## config.mk

```make
export PLATFORM = sky130hd
export DESIGN_NAME = spc_port_clk_ctrl
export DESIGN_NICKNAME = d
export VERILOG_FILES = /design/src/pkg/spc_pkg.sv /design/src/pkg/spc_sel_if.sv /design/src/logic/spc_port_clk_ctrl.sv /design/src/logic/spc_gate_sel.sv
export SDC_FILE = /design/constraint.sdc
export NUM_CORES = 1
export LEC_CHECK = 0
export BUFFER_PORTS_ARGS = -buffer_cell sky130_fd_sc_hd__buf_2
export CAP_MARGIN = 20
export CORE_AREA = 3 3 93 95
export DETAILED_ROUTE_END_ITERATION = 10
export DIE_AREA = 0 0 96 98
export PLACE_DENSITY = 0.79
export SKIP_CTS_REPAIR_TIMING = 1
export SLEW_MARGIN = 10
export SYNTH_ARGS = -nofsm -noshare
export SYNTH_HDL_FRONTEND = slang
export SYNTH_HIERARCHICAL = 1
export SYNTH_SLANG_ARGS = --single-unit
export TNS_END_PERCENT = 30
```

## constraint.sdc

```tcl
create_clock -name clk_sys_i -period 2.26 [get_ports clk_sys_i]
set_input_delay 0.226 -clock clk_sys_i [delete_from_list [all_inputs] [get_ports clk_sys_i]]
set_output_delay 0.226 -clock clk_sys_i [all_outputs]
set_load 0.02 [all_outputs]
```

## src/pkg/spc_pkg.sv

```systemverilog
// Package for the port clock gating controller: register map, fields,
// reset values and power mode encodings.
// Assumes a 32-bit APB register bus and a single 100 MHz system clock.
//
// Contract
// - Bits 0..7 gate ports A..H in order.
// - Set bit keeps that port clocked, working.
// - Clear bit stops port clock, holds it disabled.
// - Access to unclocked port answers with fault.
// - Sleep gating register resets to all zero.
// - Bits 31..8 read zero, ignore writes.
// - Run, sleep, deep-sleep registers select enables.
// - Sleep selections apply only with auto gating.
package spc_pkg;

    // ****************************************************************
    // Geometry
    // ****************************************************************
    localparam int unsigned SPC_PORTS = 8;
    localparam int unsigned SPC_AW = 12;
    localparam int unsigned SPC_DW = 32;

    // ****************************************************************
    // Register byte offsets
    // ****************************************************************
    localparam logic [SPC_AW-1:0] SPC_RUN_GATE_OFS = 12'h108;
    localparam logic [SPC_AW-1:0] SPC_SLEEP_GATE_OFS = 12'h118;
    localparam logic [SPC_AW-1:0] SPC_DEEP_GATE_OFS = 12'h128;
    localparam logic [SPC_AW-1:0] SPC_CFG_OFS = 12'h200;
    localparam logic [SPC_AW-1:0] SPC_INT_STAT_OFS = 12'h204;
    localparam logic [SPC_AW-1:0] SPC_INT_MASK_OFS = 12'h208;
    localparam logic [SPC_AW-1:0] SPC_STATE_OFS = 12'h20c;
    localparam logic [SPC_AW-1:0] SPC_FAULT_INFO_OFS = 12'h210;

    // ****************************************************************
    // Fields and reset values
    // ****************************************************************
    localparam int unsigned SPC_CFG_ACG_BIT = 0;
    localparam int unsigned SPC_STATE_MODE_LSB = 8;
    localparam int unsigned SPC_INFO_PORT_LSB = 0;
    localparam int unsigned SPC_INFO_WRITE_BIT = 3;
    localparam int unsigned SPC_INFO_VALID_BIT = 4;
    localparam int unsigned SPC_INFO_COUNT_LSB = 16;
    localparam int unsigned SPC_COUNT_W = 16;
    localparam logic [SPC_PORTS-1:0] SPC_GATE_RST = 8'h00;
    localparam logic [SPC_PORTS-1:0] SPC_MASK_RST = 8'h00;
    localparam logic SPC_ACG_RST = 1'b0;

    // ****************************************************************
    // Power modes, Gray coded along run, sleep, deep sleep
    // ****************************************************************
    typedef enum logic [1:0] {
        SPC_MODE_RUN = 2'h0,
        SPC_MODE_SLEEP = 2'h1,
        SPC_MODE_DEEP = 2'h3
    } spc_mode_t;

endpackage

```

## src/pkg/spc_sel_if.sv

```systemverilog
// Interface carrying the three gating masks, the auto gating bit and the
// power mode into the enable selector, and the chosen enables back.
// Assumes both ends run on the same system clock.
`timescale 1ns/10ps
interface spc_sel_if;
    import spc_pkg::*;

    logic [SPC_PORTS-1:0] run_mask;
    logic [SPC_PORTS-1:0] sleep_mask;
    logic [SPC_PORTS-1:0] deep_mask;
    logic auto_clock_gating_enable;
    spc_mode_t mode;
    logic [SPC_PORTS-1:0] enable;

    modport ctrl (
        output run_mask,
        output sleep_mask,
        output deep_mask,
        output auto_clock_gating_enable,
        output mode,
        input enable
    );

    modport sel (
        input run_mask,
        input sleep_mask,
        input deep_mask,
        input auto_clock_gating_enable,
        input mode,
        output enable
    );
endinterface

```

## src/logic/spc_port_clk_ctrl.sv

```systemverilog
// Top of the port clock gating controller: APB register file, power mode
// tracking, enable selection, unclocked-port fault detection and interrupt.
// Assumes the power manager and the port bus decoder run on clk_sys_i, so
// their signals need no synchroniser.
//
// Our own choice: the APB slave port.
`timescale 1ns/10ps
module spc_port_clk_ctrl (
    // Clock and reset
    input wire logic clk_sys_i,
    input wire logic rst_i,
    // APB slave
    input wire logic psel_i,
    input wire logic penable_i,
    input wire logic pwrite_i,
    input wire logic [spc_pkg::SPC_AW-1:0] paddr_i,
    input wire logic [spc_pkg::SPC_DW-1:0] pwdata_i,
    input wire logic [3:0] pstrb_i,
    output logic [spc_pkg::SPC_DW-1:0] prdata_o,
    output logic pready_o,
    output logic pslverr_o,
    // Power manager
    input wire logic sleep_i,
    input wire logic deep_sleep_i,
    // Port bus decoder
    input wire logic port_access_i,
    input wire logic port_write_i,
    input wire logic [2:0] port_sel_i,
    output logic port_fault_o,
    // Port clock enables
    output logic [spc_pkg::SPC_PORTS-1:0] port_clock_enable_o,
    // Interrupt
    output logic irq_o
);
    import spc_pkg::*;

    // ****************************************************************
    // Declarations
    // ****************************************************************
    logic [SPC_PORTS-1:0] run_gate_q;
    logic [SPC_PORTS-1:0] run_gate_d;
    logic [SPC_PORTS-1:0] sleep_gate_q;
    logic [SPC_PORTS-1:0] sleep_gate_d;
    logic [SPC_PORTS-1:0] deep_gate_q;
    logic [SPC_PORTS-1:0] deep_gate_d;
    logic acg_q;
    logic acg_d;
    logic [SPC_PORTS-1:0] int_stat_q;
    logic [SPC_PORTS-1:0] int_stat_d;
    logic [SPC_PORTS-1:0] int_mask_q;
    logic [SPC_PORTS-1:0] int_mask_d;
    spc_mode_t mode_q;
    spc_mode_t mode_d;
    logic [2:0] info_port_q;
    logic [2:0] info_port_d;
    logic info_write_q;
    logic info_write_d;
    logic info_valid_q;
    logic info_valid_d;
    logic [SPC_COUNT_W-1:0] fault_cnt_q;
    logic [SPC_COUNT_W-1:0] fault_cnt_d;

    wire apb_access;
    wire apb_wr;
    wire apb_rd;
    wire hit_run;
    wire hit_sleep;
    wire hit_deep;
    wire hit_cfg;
    wire hit_stat;
    wire hit_mask;
    wire hit_state;
    wire hit_info;
    wire hit_any;
    wire low_lane;
    wire fault_now;
    wire [SPC_PORTS-1:0] fault_vec;
    wire [SPC_PORTS-1:0] enables;
    wire [SPC_DW-1:0] rd_mux;

    spc_sel_if sel_bus ();

    // ****************************************************************
    // Helpers
    // ****************************************************************
    // Only the low byte lane carries writable bits; upper lanes are
    // reserved and their strobes are ignored.
    function automatic logic [SPC_DW-1:0] spc_pad(
        input logic [SPC_PORTS-1:0] v
    );
        spc_pad = {{(SPC_DW - SPC_PORTS){1'b0}}, v};
    endfunction

    function automatic logic [SPC_PORTS-1:0] spc_wr_byte(
        input logic [SPC_PORTS-1:0] cur,
        input logic [SPC_DW-1:0] wd,
        input logic lane
    );
        spc_wr_byte = lane ? wd[SPC_PORTS-1:0] : cur;
    endfunction

    // ****************************************************************
    // APB decode
    // ****************************************************************
    assign apb_access = psel_i && penable_i;
    // Writes to unmapped offsets are dropped here, before any register
    // sees them.
    assign apb_wr = apb_access && pwrite_i && hit_any;
    assign apb_rd = apb_access && !pwrite_i;
    assign low_lane = pstrb_i[0];

    // All twelve address bits are decoded, so no register has an alias.
    assign hit_run = (paddr_i == SPC_RUN_GATE_OFS);
    assign hit_sleep = (paddr_i == SPC_SLEEP_GATE_OFS);
    assign hit_deep = (paddr_i == SPC_DEEP_GATE_OFS);
    assign hit_cfg = (paddr_i == SPC_CFG_OFS);
    assign hit_stat = (paddr_i == SPC_INT_STAT_OFS);
    assign hit_mask = (paddr_i == SPC_INT_MASK_OFS);
    assign hit_state = (paddr_i == SPC_STATE_OFS);
    assign hit_info = (paddr_i == SPC_FAULT_INFO_OFS);
    assign hit_any = hit_run || hit_sleep || hit_deep || hit_cfg ||
        hit_stat || hit_mask || hit_state || hit_info;

    // Zero wait state: every access completes in its first access cycle.
    assign pready_o = 1'b1;
    assign pslverr_o = apb_access && !hit_any;

    // ****************************************************************
    // Read data
    // ****************************************************************
    // The state word shows the enables actually applied, which trail a
    // gate write by one cycle.
    assign rd_mux =
        hit_run ? spc_pad(run_gate_q) :
        hit_sleep ? spc_pad(sleep_gate_q) :
        hit_deep ? spc_pad(deep_gate_q) :
        hit_cfg ? spc_pad({{(SPC_PORTS - 1){1'b0}}, acg_q}) :
        hit_stat ? spc_pad(int_stat_q) :
        hit_mask ? spc_pad(int_mask_q) :
        hit_state ? ({{(SPC_DW - SPC_STATE_MODE_LSB - 2){1'b0}},
            mode_q, enables}) :
        hit_info ? {fault_cnt_q,
            {(SPC_INFO_COUNT_LSB - SPC_INFO_VALID_BIT - 1){1'b0}},
            info_valid_q, info_write_q, info_port_q} :
        {SPC_DW{1'b0}};

    // Read data is combinational from flops so it is valid in the same
    // access cycle that pready is high.
    assign prdata_o = apb_rd ? rd_mux : {SPC_DW{1'b0}};

    // ****************************************************************
    // Gating registers and configuration
    // ****************************************************************
    assign run_gate_d = (apb_wr && hit_run) ?
        spc_wr_byte(run_gate_q, pwdata_i, low_lane) : run_gate_q;
    assign sleep_gate_d = (apb_wr && hit_sleep) ?
        spc_wr_byte(sleep_gate_q, pwdata_i, low_lane) : sleep_gate_q;
    assign deep_gate_d = (apb_wr && hit_deep) ?
        spc_wr_byte(deep_gate_q, pwdata_i, low_lane) : deep_gate_q;
    // Only bit 0 of the configuration word is stored; the rest read zero.
    assign acg_d = (apb_wr && hit_cfg && low_lane) ?
        pwdata_i[SPC_CFG_ACG_BIT] : acg_q;
    assign int_mask_d = (apb_wr && hit_mask) ?
        spc_wr_byte(int_mask_q, pwdata_i, low_lane) : int_mask_q;

    // One register to a process keeps each reset value beside its flop.
    always_ff @(posedge clk_sys_i) begin
        if (rst_i) begin
            run_gate_q <= SPC_GATE_RST;
        end else begin
            run_gate_q <= run_gate_d;
        end
    end

    always_ff @(posedge clk_sys_i) begin
        if (rst_i) begin
            sleep_gate_q <= SPC_GATE_RST;
        end else begin
            sleep_gate_q <= sleep_gate_d;
        end
    end

    always_ff @(posedge clk_sys_i) begin
        if (rst_i) begin
            deep_gate_q <= SPC_GATE_RST;
        end else begin
            deep_gate_q <= deep_gate_d;
        end
    end

    always_ff @(posedge clk_sys_i) begin
        if (rst_i) begin
            acg_q <= SPC_ACG_RST;
        end else begin
            acg_q <= acg_d;
        end
    end

    always_ff @(posedge clk_sys_i) begin
        if (rst_i) begin
            int_mask_q <= SPC_MASK_RST;
        end else begin
            int_mask_q <= int_mask_d;
        end
    end

    // ****************************************************************
    // Power mode tracking
    // ****************************************************************
    // Deep sleep wins when both requests are high, since it is the
    // stricter state and the deep mask is the one software set for it.
    always_comb begin
        mode_d = mode_q;
        unique case (mode_q)
            SPC_MODE_RUN: begin
                if (deep_sleep_i) begin
                    mode_d = SPC_MODE_DEEP;
                end else if (sleep_i) begin
                    mode_d = SPC_MODE_SLEEP;
                end
            end
            SPC_MODE_SLEEP: begin
                if (deep_sleep_i) begin
                    mode_d = SPC_MODE_DEEP;
                end else if (!sleep_i) begin
                    mode_d = SPC_MODE_RUN;
                end
            end
            SPC_MODE_DEEP: begin
                if (!deep_sleep_i) begin
                    mode_d = sleep_i ? SPC_MODE_SLEEP : SPC_MODE_RUN;
                end
            end
            default: begin
                // An illegal code falls back to run on the next edge.
                mode_d = SPC_MODE_RUN;
            end
        endcase
    end

    always_ff @(posedge clk_sys_i) begin
        if (rst_i) begin
            mode_q <= SPC_MODE_RUN;
        end else begin
            mode_q <= mode_d;
        end
    end

    // ****************************************************************
    // Enable selection
    // ****************************************************************
    assign sel_bus.run_mask = run_gate_q;
    assign sel_bus.sleep_mask = sleep_gate_q;
    assign sel_bus.deep_mask = deep_gate_q;
    assign sel_bus.auto_clock_gating_enable = acg_q;
    assign sel_bus.mode = mode_q;
    assign enables = sel_bus.enable;

    // The selector registers its output, which adds the one cycle of lag
    // that software sees after a gate write.
    spc_gate_sel i_spc_gate_sel (
        .clk_sys_i(clk_sys_i),
        .rst_i(rst_i),
        .sel(sel_bus.sel)
    );

    // A high enable keeps the port clocked; a low one stops its clock and
    // the port block holds itself disabled on that level.
    assign port_clock_enable_o = enables;

    // ****************************************************************
    // Unclocked port fault
    // ****************************************************************
    // The fault answers in the same cycle as the access, so the port bus
    // never waits on a port that has no clock to answer with.
    assign fault_now = port_access_i && !enables[port_sel_i];
    assign port_fault_o = fault_now;
    // One-hot of the faulted port, merged into the sticky status below.
    assign fault_vec = fault_now ?
        (SPC_PORTS'(1) << port_sel_i) : {SPC_PORTS{1'b0}};

    // Capture the first fault; later ones only bump the count until
    // software clears the status bits.
    assign info_valid_d = (fault_now || (info_valid_q && (int_stat_q != 0)));
    assign info_port_d = (fault_now && !info_valid_q) ? port_sel_i :
        info_port_q;
    assign info_write_d = (fault_now && !info_valid_q) ? port_write_i :
        info_write_q;
    // The count saturates rather than wraps, so a storm of faults never
    // reads back as a small number.
    assign fault_cnt_d = (fault_now && (fault_cnt_q != '1)) ?
        fault_cnt_q + SPC_COUNT_W'(1) : fault_cnt_q;

    always_ff @(posedge clk_sys_i) begin
        if (rst_i) begin
            info_valid_q <= 1'b0;
        end else begin
            info_valid_q <= info_valid_d;
        end
    end

    always_ff @(posedge clk_sys_i) begin
        if (rst_i) begin
            info_port_q <= 3'h0;
        end else begin
            info_port_q <= info_port_d;
        end
    end

    always_ff @(posedge clk_sys_i) begin
        if (rst_i) begin
            info_write_q <= 1'b0;
        end else begin
            info_write_q <= info_write_d;
        end
    end

    always_ff @(posedge clk_sys_i) begin
        if (rst_i) begin
            fault_cnt_q <= '0;
        end else begin
            fault_cnt_q <= fault_cnt_d;
        end
    end

    // ****************************************************************
    // Interrupt
    // ****************************************************************
    // Write one to clear; a fault in the same cycle as the clear wins.
    assign int_stat_d = fault_vec |
        (int_stat_q & ~((apb_wr && hit_stat && low_lane) ?
        pwdata_i[SPC_PORTS-1:0] : {SPC_PORTS{1'b0}}));

    always_ff @(posedge clk_sys_i) begin
        if (rst_i) begin
            int_stat_q <= SPC_MASK_RST;
        end else begin
            int_stat_q <= int_stat_d;
        end
    end

    // A plain level from flops, so a mask write never makes it glitch.
    assign irq_o = |(int_stat_q & int_mask_q);

endmodule

```

## src/logic/spc_gate_sel.sv

```systemverilog
// Chooses the per-port clock enables for the present power mode.
// Assumes the masks and mode are synchronous to clk_sys_i.
`timescale 1ns/10ps
module spc_gate_sel (
    // Clock and reset
    input wire logic clk_sys_i,
    input wire logic rst_i,
    // Selection carrier
    spc_sel_if.sel sel
);
    import spc_pkg::*;

    logic [SPC_PORTS-1:0] pick;
    logic [SPC_PORTS-1:0] enable_q;

    // ****************************************************************
    // Mode selection
    // ****************************************************************
    // Without auto gating the run mask stays in charge in every mode.
    assign pick = !sel.auto_clock_gating_enable ? sel.run_mask :
        (sel.mode == SPC_MODE_SLEEP) ? sel.sleep_mask :
        (sel.mode == SPC_MODE_DEEP) ? sel.deep_mask :
        sel.run_mask;

    // Registered so the enables never glitch into the clock gates.
    always_ff @(posedge clk_sys_i) begin
        if (rst_i) begin
            enable_q <= SPC_GATE_RST;
        end else begin
            enable_q <= pick;
        end
    end

    assign sel.enable = enable_q;
endmodule

```

# --- After elaboration in Yosys (flattened, before gate mapping) ---
# Index checks and enable logic that the tools add are counted.
totals:
  register_bits: 72
  in_bits: 60
classes:
  add_sub_neg: 1
  magnitude_cmp: 1
  n_eq_ne: 14
  n_shift: 1
  n_mux: 23
  bitwise: 4
  n_reduce_logical: 37
op_table:
  columns: ["op", "n"]
  rows:
  - ["two-way mux 32 bit", 9]
  - ["== test 12 x 10 -> 1 bit (second input constant)", 5]
  - ["two-way mux 8 bit", 5]
  - ["== test 12 x 9 -> 1 bit (second input constant)", 3]
  - ["logical AND 1 bit", 17]
  - ["adder 16 x 1 -> 16 bit (second input constant)", 1]
  - ["AND 8 bit", 2]
  - ["inequality test 16 bit (second input constant)", 1]
  - ["two-way mux 2 bit", 5]
  - ["logical OR 1 bit", 8]
  - ["inverter 8 bit", 1]
  - ["OR 8 bit", 1]
  - ["AND reduction 2 bit", 4]
  - ["nonzero test 8 bit", 1]
  - ["OR reduction 8 bit", 1]
  - ["<< shifter 1 x 3 -> 8 bit (first input constant)", 1]
  - ["inequality test 3 bit (second input constant)", 2]
  - ["one-hot mux 2 bit (3 select lines)", 1]
  - ["logical NOT 1 bit", 4]
  - ["less-than comparator 3 x 4 -> 1 bit (second input constant)", 1]
  - ["binary-select mux 1 bit (select 3 bit)", 1]
  - ["AND reduction 3 bit", 1]
  - ["== test 2 x 1 -> 1 bit (second input constant)", 1]
  - ["== test 2 bit (second input constant)", 1]
  - ["other kinds (3)", 4]

# --- Longest topological paths before layout ---
# Gate-level depths: netlist (run 1).
depth:
  word_depth: 15
  depth_mapped: 7

# --- Modules after synthesis ---
# Netlist (run 1), hierarchy kept.
modules_own_cells:
  columns: ["module", "instances", "cells_each", "area_each_um2", "seq_area_each_um2"]
  rows:
  - ["spc_port_clk_ctrl", 1, 479, 3824.9, 1281.2]
  - ["spc_gate_sel", 1, 38, 430.4, 160.2]

# --- Worst setup path before layout (run 1) ---
# OpenSTA, ideal clock, no wires.
synth_timing:
  path_type: "input port to output port"
  startpoint: "input paddr_i[8] (netlist name)"
  endpoint: "output prdata_o[7] (netlist name)"
  arrival_time_ns: 1.922
  slack_ns: 0.112
  path_stages: 5
  n_path_buf: 0
  path_cell_list: "or4b_4 nor2_4 nand2_1 or4_1 a21oi_1"
synth_via:
  elab_chain_len: 9
  elab_cells_between_ends: 15
  cone_classes: "eq/ne (7); mux (8)"
synth_rtl:
  columns: ["element", "line", "source"]
  rows:
  - ["start: declaration", "spc_port_clk_ctrl.sv:16", "input wire logic [spc_pkg::SPC_AW-1:0] paddr_i,"]
  - ["== test 12 x 10 -> 1 bit", "spc_port_clk_ctrl.sv:119", "assign hit_state = (paddr_i == SPC_STATE_OFS);"]
  - ["two-way mux 32 bit", "spc_port_clk_ctrl.sv:140", "hit_state ? ({{(SPC_DW - SPC_STATE_MODE_LSB - 2){1'b0}},"]
  - ["two-way mux 32 bit", "spc_port_clk_ctrl.sv:139", "hit_mask ? spc_pad(int_mask_q) :"]
  - ["two-way mux 32 bit", "spc_port_clk_ctrl.sv:138", "hit_stat ? spc_pad(int_stat_q) :"]
  - ["two-way mux 32 bit", "spc_port_clk_ctrl.sv:137", "hit_cfg ? spc_pad({{(SPC_PORTS - 1){1'b0}}, acg_q}) :"]
  - ["two-way mux 32 bit", "spc_port_clk_ctrl.sv:136", "hit_deep ? spc_pad(deep_gate_q) :"]
  - ["two-way mux 32 bit", "spc_port_clk_ctrl.sv:135", "hit_sleep ? spc_pad(sleep_gate_q) :"]
  - ["two-way mux 32 bit *", "spc_port_clk_ctrl.sv:134", "hit_run ? spc_pad(run_gate_q) :"]
  - ["two-way mux 32 bit *", "spc_port_clk_ctrl.sv:149", "assign prdata_o = apb_rd ? rd_mux : {SPC_DW{1'b0}};"]
  - ["end: declaration", "spc_port_clk_ctrl.sv:19", "output logic [spc_pkg::SPC_DW-1:0] prdata_o,"]
# Mark *: on every way between the ends. The rest lies on a longest branch, timed or not.

# --- Worst setup path in the final report (run 1) ---
layout_timing:
  startpoint: "input paddr_i[8] (netlist name)"
  endpoint: "output prdata_o[6] (netlist name)"
# Same word-level chain as after synthesis.

==> reports/qor.yml, run 1 <==
outcome: "finished, final reports clean"
grt_pass1_vias: 4094
die_h_um: 98
dpl.cell_count: 691
tightest_slew_ns: 0.6467
clk_pin_slew_ns: 0.06
hold_violations: 0
path_cells: "buf_2 -> or4b_4 -> nor2_4 -> nand2_2 -> or4_4 -> a21oi_2 -> buf_4"
cts_root_buf: "clkbuf_8"
cts_num_sinks: 72
yosys_warnings: 6
drive_gt1_share_pct: 25.29
grt_pass1_wl_mm: 20.12
max_slew_margin_pct: 56.83
hold_path_class: "input pin to register"
cp_max_fo: 3
ant_nets: 0
ys_seq_area_share_pct: 33.87
synth_flop_cell: "dfxtp_1"
cp.required_ns: 2.03
arrival_ns: 1.95
area_delta_synth_final_pct: 18.14
gp_congestion: 1.003
top_usage_layer: "met2"
drt-initial-drc-count: 335
core-area_mm2: 0.007807
slew_violations: 0
synth-edff-count: 0
via_count: 4306
slowest_delay_ns: 0.56
use_met3_pct: 6.240
fill_cells: 691
num_antenna_cells: 0
grt_util_met2_pct: 40.68
synth_cell_type_count: 68
final-setup-viol-count: 0
start_kind: "input pin"
htree_levels: 3
die_width_um: 96
p_leak_nw: 2.159
critPathBufInv: 2
grt_max_degree: 34
grtUsageMet1_pct: 34.99
dp_slack_ns: -0.01537
fin_worst_skew_ns: 0.01437
period_share_pct: 96.34
period_needed_ns: 2.177
syn_inst: 517
cp-end-kind: "output pin"
ir_drop_mv: 0.4039
path_delay_family: "simple AND/OR/NAND/NOR gates"
setup_ws_ns: 0.08265
io_buffer_count: 69
dr.pass1.iters: 6
clk_latency_ns: 0.37
die_area_mm2: 0.009408
drc_errors: 0
final_cells: 707
crit_type: "input pin to output pin"
rsz0062_at_grt: "no"
grt_use_total_pct: 27.06
clock_path_buffers: 2
p_total_w: 0.002453
rows: 32
netlist_area_mm2: 0.004255
critical-path-slowest-cell: "or4b_4"
cts_tree: "yes"
viasPerCell: 6.091
timing.fmax_ghz: 0.4593
cts_buffers: 9
fin_util_pct: 64.39
power-per-cell-area_mw_per_mm2: 488.0
fin_hold_ws_ns: 0.06762
nNetsFinal: 661
wl_per_cell_um: 17.78
grt_remaining_overflow: 0
start_util_pct: 54.50
antenna_found_initial: 0
synthArstFlopShare_pct: 0
hpwlAfterDp_mm: 9.444
synth-seq-cells: 72
max_cap_viol_count: 0
totalWireLength_mm: 12.57
synth.avg_cell_area_um2: 8.231
io_pins: 104
## path summary, 6_finish.rpt
path / start / end / slack, ns / cells after the start
hold / removal: sleep_i / mode_q[0] / 0.07 / 2
hold reg to reg: int_mask_q[0] / int_mask_q[0] / 0.49 / 2
setup reg to reg: fault_cnt_q[4] / fault_cnt_q[11] / 0.25 / 5
setup / recovery: paddr_i[8] / prdata_o[6] / 0.08 / 7
## per-stage QoR
stage               area [um^2]  TNS [ns]
finish                     5027         0
global route               5027         0
CTS                        4967  -0.07192
detailed placement         4810  -0.03467
global placement           4810  -0.06883
floorplan                  4274         0
## registers in the layout, indices dropped and copies added, names as in the netlist
signal	flops
int_stat_q	8
sel_bus.sleep_mask	8
mode_q	2
fault_cnt_q	16
acg_q	1
info_port_q	3
i_spc_gate_sel/sel.enable	8
info_valid_q	1
run_gate_q	8
info_write_q	1
int_mask_q	8
deep_gate_q	8
## metal layers
layer | vias up | part of all wire (%)
met5 | - | 0
met4 | 0 | 4.8
met3 | 55 | 8.0
met2 | 211 | 45
met1 | 2011 | 42
li1 | 2029 | -
## report_power, final
part	total (W)	leakage, nW	internal, W	switching (W)
Combinational	0.000262	1.50	0.0000933	0.000168
Sequential	0.00131	0.582	0.00128	0.0000275
Clock	0.000880	0.0814	0.000398	0.000481
## cells by family after synthesis
logic type	Yosys count	synth area share, %
simple gates	202	27.08
compound gates	141	21.96
flops	72	33.87
buf+inv	56	6.321
mux	41	9.879
other cells	2	0.1765
xor+xnor	2	0.4117
fa+ha+maj	1	0.2940
## worst register-to-register path: stages, from the launching register on
cell and delay (ns):
dfxtp_1 0.45, and4_1 0.30, nand3_1 0.21, a2111oi_4 0.61, a21oi_1 0.14, a31o_1 0.20
## layout by cell type, fill, tap and decap left out, types with 9 or more instances in the layout
| master | n |
|---|---|
| a211oi_2 | 9 |
| a21oi_1 | 58 |
| and2_1 | 18 |
| buf_2 | 66 |
| buf_4 | 33 |
| clkbuf_8 | 9 |
| dfxtp_1 | 72 |
| inv_1 | 21 |
| mux2i_1 | 36 |
| nand2_1 | 38 |
| nand2b_1 | 11 |
| nand3_1 | 10 |
| nor2_1 | 55 |
| nor2b_1 | 9 |
| o21ai_0 | 16 |
| o21ai_1 | 18 |
| or3_1 | 9 |
## cell usage after synthesis, drive strengths merged, types with 3 or more instances
library cell	instances	area share, %
dfxtp	72	34
nand4	10	2.0
a31o	4	0.82
nor2	56	5.1
a211oi	10	2.8
and2	19	2.9
mux2i	36	8.5
a22oi	6	1.1
nor4	6	2.1
nor3	3	0.35
mux2	5	1.4
a21oi	61	7.2
nor2b	9	1.3
and3	8	1.2
clkbuf	18	1.6
nand2b	11	1.6
o31ai	3	0.53
or4b	4	1.1
o41ai	3	0.62
a21o	3	0.71
nand2	39	3.4
inv	22	1.9
nand3	10	1.2
buf	15	2.7
o21ai	34	4.0
nand4b	3	0.62
or3	10	1.5
or4	9	1.7
## layout make-up
type / count / area [um^2] / area share, %
inverter: 23 / 90.09 / 1.792
clock inverter: 3 / 18.77 / 0.3733
multi-input combinational: 394 / 2613 / 51.97
sequential: 72 / 1441 / 28.67
tap: 102 / 127.6 / 2.539
clock buffer: 13 / 138.9 / 2.763
timing repair buffer: 100 / 598.1 / 11.90
No activity file was read; power rests on OpenSTA's default activity.
==> inputs of run 2 (changes only) <==
--- a/config.mk
+++ b/config.mk
@@ -7,10 +7,12 @@
 export LEC_CHECK = 0
 export BUFFER_PORTS_ARGS = -buffer_cell sky130_fd_sc_hd__buf_2
 export CAP_MARGIN = 20
-export CORE_AREA = 3 3 93 95
+export CELL_PAD_IN_SITES_DETAIL_PLACEMENT = 0
+export CELL_PAD_IN_SITES_GLOBAL_PLACEMENT = 2
+export CORE_AREA = 3 3 122 124
 export DETAILED_ROUTE_END_ITERATION = 10
-export DIE_AREA = 0 0 96 98
-export PLACE_DENSITY = 0.79
+export DIE_AREA = 0 0 125 127
+export PLACE_DENSITY_LB_ADDON = 0.1
 export SKIP_CTS_REPAIR_TIMING = 1
 export SLEW_MARGIN = 10
 export SYNTH_ARGS = -nofsm -noshare
==> reports/qor.yml, run 2 (same netlist as run 1, synthesis figures left out) <==
largest-register: "fault_cnt_q"
crit_type: "input pin to output pin"
drc_errors: 0  # unchanged
cts_buffers: 9  # unchanged
rows: 43  # +34%
period_needed_ns: 2.226  # +0.04819 ns
grt_use_total_pct: 18.34  # -8.7 points
area_delta_synth_final_pct: 30.20
p_leak_nw: 2.335  # +8.2%
hold_path_class: "input pin to register"
fin_util_pct: 39.91  # -24 points
period_share_pct: 98.48  # +2.1 points
largest_reg_flops: 16  # unchanged
cp-end-kind: "output pin"
core-area_mm2: 0.01388  # +78%
critical-path-slowest-cell: "or4_4"
grt_pass1_wl_mm: 22.93  # +14%
antenna_found_initial: 0  # unchanged
stdcell_area_mm2: 0.005540  # +10%
hpwlAfterDp_mm: 11.31  # +20%
io_pins: 104  # unchanged
start_kind: "input pin"
viasPerCell: 5.203  # -15%
arrival_ns: 2.00  # +0.05 ns
layout_commonest_cell: "dfxtp_1"
num_antenna_cells: 0  # unchanged
reg2regPathDepth: 5  # unchanged
grt_max_degree: 40  # +18%
die_width_um: 125  # +30%
rsz0062_at_grt: "yes"
start_util_pct: 30.66  # -24 points
gp_congestion: 0.8517  # -15%
totalWireLength_mm: 14.86  # +18%
clk_pin_slew_ns: 0.06  # about the same
tightest_slew_ns: 0.6991  # +0.05236 ns
io_buffer_count: 69  # unchanged
fin_worst_skew_ns: 0.004403  # -0.009970 ns
die_area_mm2: 0.01588  # +69%
clock_path_buffers: 2  # unchanged
clk_latency_ns: 0.34  # -0.03 ns
cts_tree: "yes"
via_count: 4183  # -2.9%
min_path_cells: 2  # unchanged
hold_violations: 0  # unchanged
drive_gt1_share_pct: 30.13  # +4.8 points
grt_pass1_vias: 4034  # -1.5%
dr.pass1.iters: 5  # -1
dp_slack_ns: -0.07841  # -0.06304 ns
max_slew_margin_pct: 53.39  # -3.4 points
path_cells: "buf_2 -> or4_4 -> nor2_4 -> nand2_2 -> or4_4 -> a21oi_4 -> buf_6"
ir_drop_mv: 0.2576  # -36%
htree_levels: 3  # unchanged
ant_nets: 0  # unchanged
cts_num_sinks: 72  # unchanged
cp_max_fo: 4  # +1
power-per-cell-area_mw_per_mm2: 530.9  # +8.8%
cts_root_buf: "clkbuf_16"
grt_remaining_overflow: 0  # unchanged
slew_violations: 0  # unchanged
drt-initial-drc-count: 202  # -40%
dpl-instance-area_mm2: 0.005055  # +5.1%
final-setup-viol-count: 0  # unchanged
timing.fmax_ghz: 0.4493  # -2.2%
wl_per_cell_um: 18.48  # +4.0%
die_h_um: 127  # +30%
cpMostUsedCell: "or4_4"
final_cell_mix: "72 x dfxtp_1, 58 x buf_2, 56 x a21oi_1, 54 x nor2_1, 48 x buf_4"
max_cap_viol_count: 0  # unchanged
outcome: "finished, final reports clean"
cp.required_ns: 2.03  # about the same
slowest_delay_ns: 0.56  # about the same
nNetsFinal: 681  # +3.0%
setup_ws_ns: 0.03446  # -0.04819 ns
## run 2: final cells by class
type                            instances  area (um^2)
Fill cell                            1429         8341
Multi-Input combinational cell        394         2689
Sequential cell                        72         1441
Timing Repair Buffer                  120        825.8
Clock buffer                           10        239.0
Tap cell                              180        225.2
Inverter                               23        86.33
Clock inverter                          5        33.78
## run 2: final timing paths
kind	from	end	slack, ns
max reg2reg	fault_cnt_q[3]	fault_cnt_q[12]	0.32
max	paddr_i[5]	prdata_o[5]	0.03
min reg2reg	int_mask_q[5]	int_mask_q[5]	0.48
min	sleep_i	mode_q[0]	0.09
## run 2: stage by stage
step | hold WS, ns | setup TNS [ns] | total power (W) | std cells
after floorplan | 0.3362 | 0 | 0.001497 | 522
after global placement | 0.4275 | -0.4094 | 0.001618 | 787
after detailed placement | 0.4357 | -0.3536 | 0.001620 | 787
after CTS | 0.08150 | -0.5036 | 0.002955 | 802
after global routing | 0.1030 | -0.05124 | 0.003053 | 804
final | 0.09085 | 0 | 0.002941 | 804
## run 2: power breakdown
part / internal, W / total [W] / switching [W]
registers: 0.00129 / 0.00131 / 0.0000281
logic: 0.000112 / 0.000295 / 0.000184
clock network: 0.000765 / 0.00133 / 0.000567
total: 0.00216 / 0.00294 / 0.000779
## run 2: worst max-delay path: cells and delay by family
family,cells,cell delay [ns]
AO/OA/AOI/OAI,1,0.18
buffers and inverters,2,0.26
AND/OR/NAND/NOR,4,1.34
## run 2: layer usage
layer  up-vias  global-route usage [%]  wire, um
met5         -                       0         0
met4         0                   8.227       432
met3        25                   2.801       660
met2       123                   29.64      6775
met1      1973                   24.29      6993
li1       2062                       -         -
